===== src/ssp_pkg.sv =====
package ssp_pkg;
    // Word widths and bit positions
    localparam int unsigned WORD_W = 16;
    localparam logic [4:0] BITS_8 = 5'h08;
    localparam logic [4:0] BITS_16 = 5'h10;
    localparam int unsigned MSB_8 = 7;
    localparam int unsigned MSB_16 = 15;
    // Transmit FIFO shape
    localparam int unsigned FIFO_DEPTH = 8;
    localparam int unsigned FIFO_AW = 3;
    // Core clock figures
    localparam int unsigned CORE_CLK_MHZ = 50;
    // Core clock to port input clock ratio (one quarter)
    localparam logic [1:0] PORT_CLK_DIV = 2'h3;
    // Reset values
    localparam logic [15:0] WORD_RST = 16'h0000;
    localparam logic [4:0] CNT_RST = 5'h00;
    localparam logic [7:0] DIV_RST = 8'h00;
    // Master sequencer states
    typedef enum logic [1:0]
    {
        SSP_IDLE = 2'b00,
        SSP_LEAD = 2'b01,
        SSP_TRAIL = 2'b10
    } ssp_state_t;
endpackage


===== src/ssp_fifo_if.sv =====
`timescale 1ns/1ns
`default_nettype none
// Stream between the transmit FIFO and the port core
interface ssp_fifo_if;
    logic valid; // Word available
    logic ready; // Consumer takes word
    logic [15:0] data; // Word payload
    modport src (output valid, output data, input ready);
    modport snk (input valid, input data, output ready);
endinterface
`default_nettype wire


===== src/ssp_fifo.sv =====
`timescale 1ns/1ns
`default_nettype none
// Transmit word FIFO, flip-flop storage
module ssp_fifo #(
    parameter int unsigned WIDTH = 16,
    parameter int unsigned DEPTH = 8,
    parameter int unsigned AW = 3
) (
    input wire logic core_clk,
    input wire logic reset_n,
    input wire logic clk_en,
    input wire logic flush,
    input wire logic in_valid,
    output logic in_ready,
    input wire logic [WIDTH-1:0] in_data,
    ssp_fifo_if.src out
);
    // All state of the FIFO
    typedef struct packed
    {
        logic [DEPTH-1:0][WIDTH-1:0] mem;
        logic [AW-1:0] wr;
        logic [AW-1:0] rd;
        logic [AW:0] cnt;
    } ssp_fifo_st_t;

    ssp_fifo_st_t st_q;
    ssp_fifo_st_t st_d;
    logic push;
    logic pop;

    // Handshakes, honest full and empty
    assign in_ready = (st_q.cnt != (AW+1)'(DEPTH)) && !flush;
    assign out.valid = (st_q.cnt != '0);
    assign out.data = st_q.mem[st_q.rd];
    assign push = in_valid && in_ready;
    assign pop = out.valid && out.ready;

    // Next state
    always_comb
    begin
        st_d = st_q;
        if (flush)
        begin
            st_d.wr = '0;
            st_d.rd = '0;
            st_d.cnt = '0;
        end
        else
        begin
            if (push)
            begin
                st_d.mem[st_q.wr] = in_data;
                st_d.wr = st_q.wr + 1'b1;
            end
            if (pop)
                st_d.rd = st_q.rd + 1'b1;
            st_d.cnt = st_q.cnt + {{AW{1'b0}}, push} - {{AW{1'b0}}, pop};
        end
    end

    // State register
    always_ff @(posedge core_clk)
    begin
        if (!reset_n)
            st_q <= '0;
        else if (clk_en)
            st_q <= st_d;
    end
endmodule
`default_nettype wire


===== src/ssp_div.sv =====
`timescale 1ns/1ns
`default_nettype none
// Two-stage prescaler, one tick per half serial clock period
module ssp_div (
    input wire logic core_clk,
    input wire logic reset_n,
    input wire logic clk_en,
    input wire logic run,
    input wire logic [1:0] primary_prescale,
    input wire logic [2:0] secondary_prescale,
    output logic half_tick
);
    // All divider state
    typedef struct packed
    {
        logic [1:0] q4;
        logic [5:0] pcnt;
        logic [2:0] scnt;
    } ssp_div_st_t;

    ssp_div_st_t st_q;
    ssp_div_st_t st_d;
    logic [5:0] pri_lim; // Primary terminal count
    logic q4_tick;
    logic p_tick;

    // Primary ratio 64,16,4,1 for codes 0..3; secondary 8-code
    always_comb
    begin
        unique case (primary_prescale)
            2'h0: pri_lim = 6'h3F;
            2'h1: pri_lim = 6'h0F;
            2'h2: pri_lim = 6'h03;
            2'h3: pri_lim = 6'h00;
        endcase
    end

    assign q4_tick = (st_q.q4 == ssp_pkg::PORT_CLK_DIV);
    assign p_tick = q4_tick && (st_q.pcnt == pri_lim);
    assign half_tick = p_tick && (st_q.scnt == ~secondary_prescale);

    // Count chain, held clear when not running
    always_comb
    begin
        st_d = st_q;
        if (!run)
            st_d = '0;
        else
        begin
            st_d.q4 = st_q.q4 + 1'b1;
            if (q4_tick)
                st_d.pcnt = (st_q.pcnt == pri_lim) ? 6'h00 : st_q.pcnt + 1'b1;
            if (half_tick)
                st_d.scnt = 3'h0;
            else if (p_tick)
                st_d.scnt = st_q.scnt + 1'b1;
        end
    end

    // Registers
    always_ff @(posedge core_clk)
    begin
        if (!reset_n)
            st_q <= '0;
        else if (clk_en)
            st_q <= st_d;
    end
endmodule
`default_nettype wire


===== src/ssp_core.sv =====
`timescale 1ns/1ns
`default_nettype none
// Functional notes
// - 16-bit shift register plus software buffer
// - Four pins: in, out, clock, select
// - Master drives shift clock, slave receives it
// - 8 or 16 pulses, full duplex shifting
// - Completion sets flag, enable gates interrupt
// - Complete received word copied to buffer
// - Unread buffer: set overflow, drop word
// - Overflow ignores clock until buffer read
// - Pending transmit word loads after transfer
// - One address: write transmit, read receive
// - Master prescales clock, starts on write
// - Master interrupt mid last bit
// - Slave interrupt when last bit latched
// - Select high in slave mode: no transfer, output off
// - Input clock quarter rate, two prescalers
// - Edge select picks slave data change edge; master data changes on trailing edge
// - Polarity sets clock idle level
// - Out from bit 7/15, in at 0
// - Select high in slave mode resets counters and control
// - Idle-stop bit halts port in idle
module ssp_core (
    input wire logic core_clk,
    input wire logic reset_n,
    input wire logic clk_en,
    input wire logic port_enable,
    input wire logic master_mode,
    input wire logic word_width_select,
    input wire logic clock_edge_select,
    input wire logic clock_idle_level,
    input wire logic select_control_enable,
    input wire logic [1:0] primary_prescale,
    input wire logic [2:0] secondary_prescale,
    input wire logic idle_stop_select,
    input wire logic cpu_idle,
    input wire logic port1_irq_enable,
    input wire logic flag_clear,
    input wire logic buf_wr,
    input wire logic [15:0] buf_wdata,
    input wire logic buf_rd,
    output logic buf_wr_ready,
    output logic [15:0] shared_buffer_reg,
    output logic rx_full,
    output logic rx_overflow_flag,
    output logic port1_irq_flag,
    output logic irq,
    output logic busy,
    input wire logic serial_in_pin,
    output logic serial_out_pin,
    output logic serial_out_oe,
    input wire logic shift_clock_in,
    output logic shift_clock_out,
    output logic shift_clock_oe,
    input wire logic slave_select_n
);
    // All port state
    typedef struct packed
    {
        ssp_pkg::ssp_state_t st;
        logic [15:0] sr; // serial_shift_reg
        logic [15:0] rxb; // rx_holding_buffer
        logic rx_full;
        logic ovf;
        logic irqf;
        logic [4:0] cnt; // Bits completed
        logic sck; // Master clock level, active when set
        logic sin; // Sampled bit awaiting shift
        logic sout; // Output bit register
        logic loaded; // Shift register holds a word to send
        logic sck_prev; // Slave clock previous level
        logic width_prev; // Width seen last cycle
    } ssp_st_t;

    ssp_st_t st_q;
    ssp_st_t st_d;
    ssp_fifo_if tx_if (); // tx_holding_buffer stream
    logic half_tick;
    logic active; // Port permitted to run
    logic sel_ok; // Select allows transfer
    logic [4:0] nbits; // Bits per transfer
    logic [3:0] msb; // Output bit index
    logic s_rise;
    logic s_fall;
    logic s_lead; // Slave idle-to-active edge
    logic s_trail; // Slave active-to-idle edge
    logic s_sample; // Slave sample edge
    logic s_shift; // Slave shift-out edge
    logic done; // Word complete this cycle
    logic [15:0] shifted;

    // Transmit FIFO between software and shift register
    ssp_fifo #(
        .WIDTH(ssp_pkg::WORD_W),
        .DEPTH(ssp_pkg::FIFO_DEPTH),
        .AW(ssp_pkg::FIFO_AW)
    ) u_txq (
        .core_clk(core_clk),
        .reset_n(reset_n),
        .clk_en(clk_en),
        .flush(!port_enable),
        .in_valid(buf_wr),
        .in_ready(buf_wr_ready),
        .in_data(buf_wdata),
        .out(tx_if.src)
    );

    // Serial clock prescaler
    ssp_div u_div (
        .core_clk(core_clk),
        .reset_n(reset_n),
        .clk_en(clk_en),
        .run(active && master_mode && (st_q.st != ssp_pkg::SSP_IDLE)),
        .primary_prescale(primary_prescale),
        .secondary_prescale(secondary_prescale),
        .half_tick(half_tick)
    );

    // Run conditions
    assign active = port_enable && !(idle_stop_select && cpu_idle);
    assign sel_ok = !select_control_enable || !slave_select_n;
    assign nbits = word_width_select ? ssp_pkg::BITS_16 : ssp_pkg::BITS_8;
    assign msb = word_width_select ? 4'(ssp_pkg::MSB_16) : 4'(ssp_pkg::MSB_8);
    assign shifted = {st_q.sr[14:0], st_q.sin};

    // Slave clock edges, pins synchronous to core clock
    assign s_rise = shift_clock_in && !st_q.sck_prev;
    assign s_fall = !shift_clock_in && st_q.sck_prev;
    assign s_lead = clock_idle_level ? s_fall : s_rise;
    assign s_trail = clock_idle_level ? s_rise : s_fall;
    assign s_sample = clock_edge_select ? s_lead : s_trail;
    assign s_shift = clock_edge_select ? s_trail : s_lead;

    // Outputs
    assign shared_buffer_reg = st_q.rxb;
    assign rx_full = st_q.rx_full;
    assign rx_overflow_flag = st_q.ovf;
    assign port1_irq_flag = st_q.irqf;
    assign irq = st_q.irqf && port1_irq_enable;
    assign busy = st_q.st != ssp_pkg::SSP_IDLE;
    assign serial_out_pin = st_q.sout;
    assign serial_out_oe = active && (master_mode || sel_ok);
    assign shift_clock_out = st_q.sck ^ clock_idle_level;
    assign shift_clock_oe = active && master_mode;

    // Next-state logic
    always_comb
    begin
        st_d = st_q;
        done = 1'b0;
        tx_if.ready = 1'b0;
        st_d.sck_prev = shift_clock_in;
        st_d.width_prev = word_width_select;
        // Software read empties buffer and frees the port
        if (buf_rd)
        begin
            st_d.rx_full = 1'b0;
            st_d.ovf = 1'b0;
        end
        if (flag_clear)
            st_d.irqf = 1'b0;
        if (!active || (st_q.width_prev != word_width_select))
        begin
            // Disabled or width changed: sequencer reset
            st_d.st = ssp_pkg::SSP_IDLE;
            st_d.cnt = ssp_pkg::CNT_RST;
            st_d.sck = 1'b0;
            st_d.loaded = 1'b0;
        end
        else if (master_mode)
        begin
            // Master: begin when a word is queued
            unique case (st_q.st)
                ssp_pkg::SSP_IDLE:
                begin
                    st_d.sck = 1'b0;
                    if (tx_if.valid && !st_q.ovf)
                    begin
                        tx_if.ready = 1'b1;
                        st_d.sr = tx_if.data;
                        st_d.sout = tx_if.data[msb];
                        st_d.cnt = ssp_pkg::CNT_RST;
                        st_d.st = ssp_pkg::SSP_LEAD;
                    end
                end
                ssp_pkg::SSP_LEAD:
                begin
                    // First half: clock goes active, sample
                    if (half_tick)
                    begin
                        st_d.sck = 1'b1;
                        st_d.sin = serial_in_pin;
                        st_d.st = ssp_pkg::SSP_TRAIL;
                        if (st_q.cnt == nbits - 5'h01)
                            done = 1'b1;
                    end
                end
                ssp_pkg::SSP_TRAIL:
                begin
                    // Second half: clock idles, shift
                    if (half_tick)
                    begin
                        st_d.sck = 1'b0;
                        st_d.sr = shifted;
                        st_d.cnt = st_q.cnt + 5'h01;
                        st_d.sout = st_q.sr[msb - 4'h1];
                        if (st_q.cnt == nbits - 5'h01)
                            st_d.st = ssp_pkg::SSP_IDLE;
                        else
                            st_d.st = ssp_pkg::SSP_LEAD;
                    end
                end
                default:
                    st_d.st = ssp_pkg::SSP_IDLE;
            endcase
        end
        else if (select_control_enable && slave_select_n)
        begin
            // Select high: restart from the MSB next time
            st_d.cnt = ssp_pkg::CNT_RST;
            st_d.st = ssp_pkg::SSP_IDLE;
            st_d.loaded = 1'b0;
        end
        else if (!st_q.ovf)
        begin
            // Slave: preload transmit word when idle
            if (!st_q.loaded && st_q.cnt == ssp_pkg::CNT_RST && tx_if.valid)
            begin
                tx_if.ready = 1'b1;
                st_d.sr = tx_if.data;
                st_d.sout = tx_if.data[msb];
                st_d.loaded = 1'b1;
            end
            else if (s_sample)
            begin
                st_d.sr = {st_q.sr[14:0], serial_in_pin};
                st_d.st = ssp_pkg::SSP_TRAIL;
                if (st_q.cnt == nbits - 5'h01)
                begin
                    done = 1'b1;
                    st_d.cnt = ssp_pkg::CNT_RST;
                    st_d.loaded = 1'b0;
                    st_d.st = ssp_pkg::SSP_IDLE;
                end
                else
                    st_d.cnt = st_q.cnt + 5'h01;
            end
            else if (s_shift && st_q.cnt != ssp_pkg::CNT_RST)
                st_d.sout = st_q.sr[msb];
        end
        // Completion: copy to receive buffer or flag overflow
        if (done)
        begin
            st_d.irqf = 1'b1;
            if (st_q.rx_full && !buf_rd)
                st_d.ovf = 1'b1;
            else
            begin
                // Whole word, including the bit latched this cycle
                st_d.rxb = {st_q.sr[14:0], serial_in_pin};
                st_d.rx_full = 1'b1;
            end
        end
        // Master receive word rewritten after final shift only if buffer was read since completion
        if (master_mode && st_q.st == ssp_pkg::SSP_TRAIL && half_tick
            && st_q.cnt == nbits - 5'h01 && !st_q.ovf && !st_q.rx_full)
            st_d.rxb = shifted;
        // Narrow words read zero above
        if (!word_width_select)
            st_d.rxb[15:8] = 8'h00;
    end

    // State register
    always_ff @(posedge core_clk)
    begin
        if (!reset_n)
            st_q <= '0;
        else if (clk_en)
            st_q <= st_d;
    end
endmodule
`default_nettype wire


===== config.mk =====
export PLATFORM = sky130hd
export DESIGN_NAME = ssp_core
export DESIGN_NICKNAME = d
export VERILOG_FILES = /design/src/ssp_pkg.sv /design/src/ssp_fifo_if.sv /design/src/ssp_fifo.sv /design/src/ssp_div.sv /design/src/ssp_core.sv
export SDC_FILE = /design/constraint.sdc
export NUM_CORES = 1
export LEC_CHECK = 0
export BUFFER_PORTS_ARGS = -buffer_cell sky130_fd_sc_hd__buf_4
export CAP_MARGIN = 10
export CORE_MARGIN = 3
export CORE_UTILIZATION = 50
export DETAILED_ROUTE_END_ITERATION = 8
export GPL_TIMING_DRIVEN = 0
export HOLD_SLACK_MARGIN = 0.03
export PLACE_DENSITY = 0.68
export SYNTH_ARGS = -nofsm -noshare
export SYNTH_HDL_FRONTEND = slang
export SYNTH_SLANG_ARGS = --single-unit

===== constraint.sdc =====
create_clock -name core_clk -period 6.3 [get_ports core_clk]
set_input_delay 0.945 -clock core_clk [delete_from_list [all_inputs] [get_ports core_clk]]
set_output_delay 0.945 -clock core_clk [all_outputs]
set_load 0.005 [all_outputs]

==> impl_results.md <==
* DRC Markers at 0
* Final setup violation count at 0
* Flops & latches, synth at between 150 and 200
* Cts bufs inserted at 17
* Max-slew violations at 0
* Register area share after synthesis at between 40% and 50%
* Drt total wl at approximately 25000 um
* Post-synth top area share at between 40% and 50%
* Leak at around 4.4 nW
* Row count at roughly 50
* Starting Density at between 50 and 60%
* # resized after CTS at 0
* Synth area leader: dfxtp_1
* Grt total ovfl at 0
* Psw at around 640 uW
* VDD IR max at 0.183 mV
* Period Utilization, post-route at about 57%
* First-pass GRT wire length at 38800 um
* Root Buffer: clkbuf_16
* Post-DP HPWL at 17200 um
* Top delay family on crit path: compound AO/OA/AOI/OAI gates
* Clk slew on worst S/H paths at 0.07 ns
* Core ar. at around 18000 um^2
* Crit path arrival time at slightly below 4 ns
* DR WL/cell at ~19 um
* Crit path time final at 3.62 ns
* CTS tree: built
* Buffers on Ports at 46
* Status: finished, final reports clean
* CP required at around 6.6 ns
* GPL Wtd Cong at 0.938
* Clock Path Buffers at 2
* DIE AREA at 20700 um^2
* Vias in the first global route at between 7000 and 8000
* Post-synth EDFFs at 0
* Largest net degree at the start of global routing at 20
* Hold crit path type: register to register
* Nets at about 1100
* Post-DP Area at between 10000 and 15000 um^2
* Buf+Inv Stages, Crit Path at 4
* Crit Path Class: input pin to register
* Fin. Hold Viols at 0
* Crit-path max cell delay at 0.58 ns
* Die X at around 140 um
* Finished Core Util at slightly below 60%
* Post-route ant nets at 0
* Post-Syn Instances at about 1000
* Syn avg cell area at approximately 9.6 um^2
* Max cap viols at 0
* CP Capture Type: register
* Pre-antenna DRT Iters at 5
* Vias per cell at around 5.8
* Top FF cell, synth: dfxtp_1
* Crit-path cells: buf_4 > a21boi_1 > and2_1 > clkbuf_1 > and3_1 > clkbuf_1 > ha_1 > inv_1 > ha_1 > a21o_1 > a21oi_1 > xnor2_1 > o22ai_1 > and2_1
* Unique masters post-synth at between 60 and 70
* Vias at between 7000 and 8000
* Combinational power share at under 10%
* Sw Ratio at ~25%
* Die H at between 100 and 150 um
* # IOs at between 60 and 70
* Critical path fanouts, max at 7
* H-tree depth at 4
* Reg power frac at about 50%
* Peak Freq at approximately 280 MHz
* Internal at 1.87 mW
* Design area at 10700 um^2
* Post-CTS Setup Inserts at 0
* Synthesis warning total at 0
* Asr flop ratio synth at 0%
* PD cells at between 200 and 250 nW/um^2
* Total Routing Usage GR at about a quarter
* CP Launch Type: input pin
* Layout area overhead at 12.8%
* Mapped Nets at between 1000 and 1500
* Fraction of layout cells with a size suffix above 1 at approximately 15%
* Slew @ Worst Pin at approximately 0.95 ns
* Initial DRC count at 662
* Share of power burned in the clock network at around 43%
* Top post-synthesis cells by area: dfxtp_1, mux2i_1, mux4_2
* Synth Cell Area at between 9000 and 10000 um^2
* Max reg flops at around 140
* Worst skew pair latency at 0.44 ns
* Worst slew margin at a little over a third
* Unrepaired setup endpoints after global routing: false
* Hold Slack at between 0.4 and 0.5 ns
* Ant diodes at 0
* Sink Count at between 150 and 200
* Max Clock Skew at roughly 0.011 ns
* Setup_tns at 0 ns
* CTS Hold Bufs at 0
* Critical Path Slowest Stage Cell: a21boi_1
* Initial antenna violation count at 0
[stage by stage]
stage | power (mW) | instances | setup WS, ns
CTS | 2.52 | 1302 | 2.79
global route | 2.59 | 1302 | 2.57
finish | 2.50 | 1302 | 2.68
global placement | 1.45 | 1270 | 2.37
detailed placement | 1.45 | 1270 | 2.34
floorplan | 1.39 | 995 | 3.01
[Yosys cell counts, types with 4 or more instances]
cell type,number
dfxtp_1,197
nand3_1,24
and2_1,10
buf_4,16
xnor2_1,10
a211o_1,16
mux4_2,32
xor2_1,5
a21bo_2,7
nor3_1,4
o21ai_0,21
ha_1,18
buf_2,16
mux2i_1,152
a21oi_1,59
o21a_1,4
nand3b_1,5
buf_1,7
nor2_1,178
nand4_1,10
nand2_1,54
inv_1,19
nand2b_1,4
clkbuf_1,58
[power groups by stage]
| stage | clock, mW | sequential (mW) | combinational, mW |
|---|---|---|---|
| finish | 1.08 | 1.26 | 0.165 |
| CTS | 1.10 | 1.26 | 0.163 |
| floorplan | 0 | 1.28 | 0.102 |
| global placement | 0 | 1.29 | 0.162 |
| detailed placement | 0 | 1.29 | 0.163 |
| global route | 1.15 | 1.26 | 0.178 |
[per-layer routing]
layer	track usage [%]	share of wire (%)	vias up
met5	0	0	-
met4	8.08	2.3	0
met3	4.86	6.3	35
met2	38.9	46	268
met1	33.5	45	3601
li1	-	-	3603
[worst reg2reg max path, delay by kind of cell, from the launching register on]
family / cells / cell delay [ns]
and+or+nand+nor: 3 / 0.90
adders and majority gates: 3 / 0.64
AOI/OAI and AO/OA: 4 / 0.62
buffers and inverters: 3 / 0.43
DFF: 1 / 0.35
xor gates and xnor gates: 1 / 0.14
[cell families (layout without fill, tap and decap cells)]
group	after synthesis	after routing	share of synthesized area, %
flip-flops	197	197	41.5
AO/OA/AOI/OAI	143	143	10.2
multiplexers	187	187	23.9
adder cells (fa/ha/maj)	19	19	2.58
buffers and inverters	116	194	5.42
AND/OR/NAND/NOR	318	318	15.0
XOR/XNOR	15	15	1.38
[worst paths after layout]
check	end	depth (start not counted)	slack [ns]	startpoint
worst max-delay path	u_txq.st_q[3]	14	2.68	port_enable
worst min-delay path	port1_irq_flag	2	0.47	port1_irq_flag
worst max register to register	u_txq.st_q[3]	14	3.12	st_q[6]
worst min register to register	port1_irq_flag	2	0.47	port1_irq_flag
[cell type report]
cell class                 count  area (um^2)
buffer                        97          444
clock buffer                  17          425
clock inverter                15          164
fill                        1613         7600
inverter                      19         71.3
multi-input combinational    682         5050
sequential                   197         3940
tap                          229          287
timing repair buffer          46          345
[layout by cell type, fill, tap and decap left out, types with 4 or more instances in the layout]
master and instances:
clkbuf_1 58, nand2b_1 4, ha_1 18, nor3_1 4
buf_2 16, buf_1 7, o21a_1 4, nand3_1 24
xnor2_1 10, inv_6 4, xor2_1 5, mux4_2 32
clkbuf_16 17, nand3b_1 5, dfxtp_1 197, a21oi_1 59
and2_1 10, a21bo_2 7, nand2_1 54, nand4_1 10
buf_4 62, nor2_1 178, mux2i_1 152, inv_1 19
o21ai_0 21, a211o_1 16
Note: power is estimated with default switching activity, not from simulation.
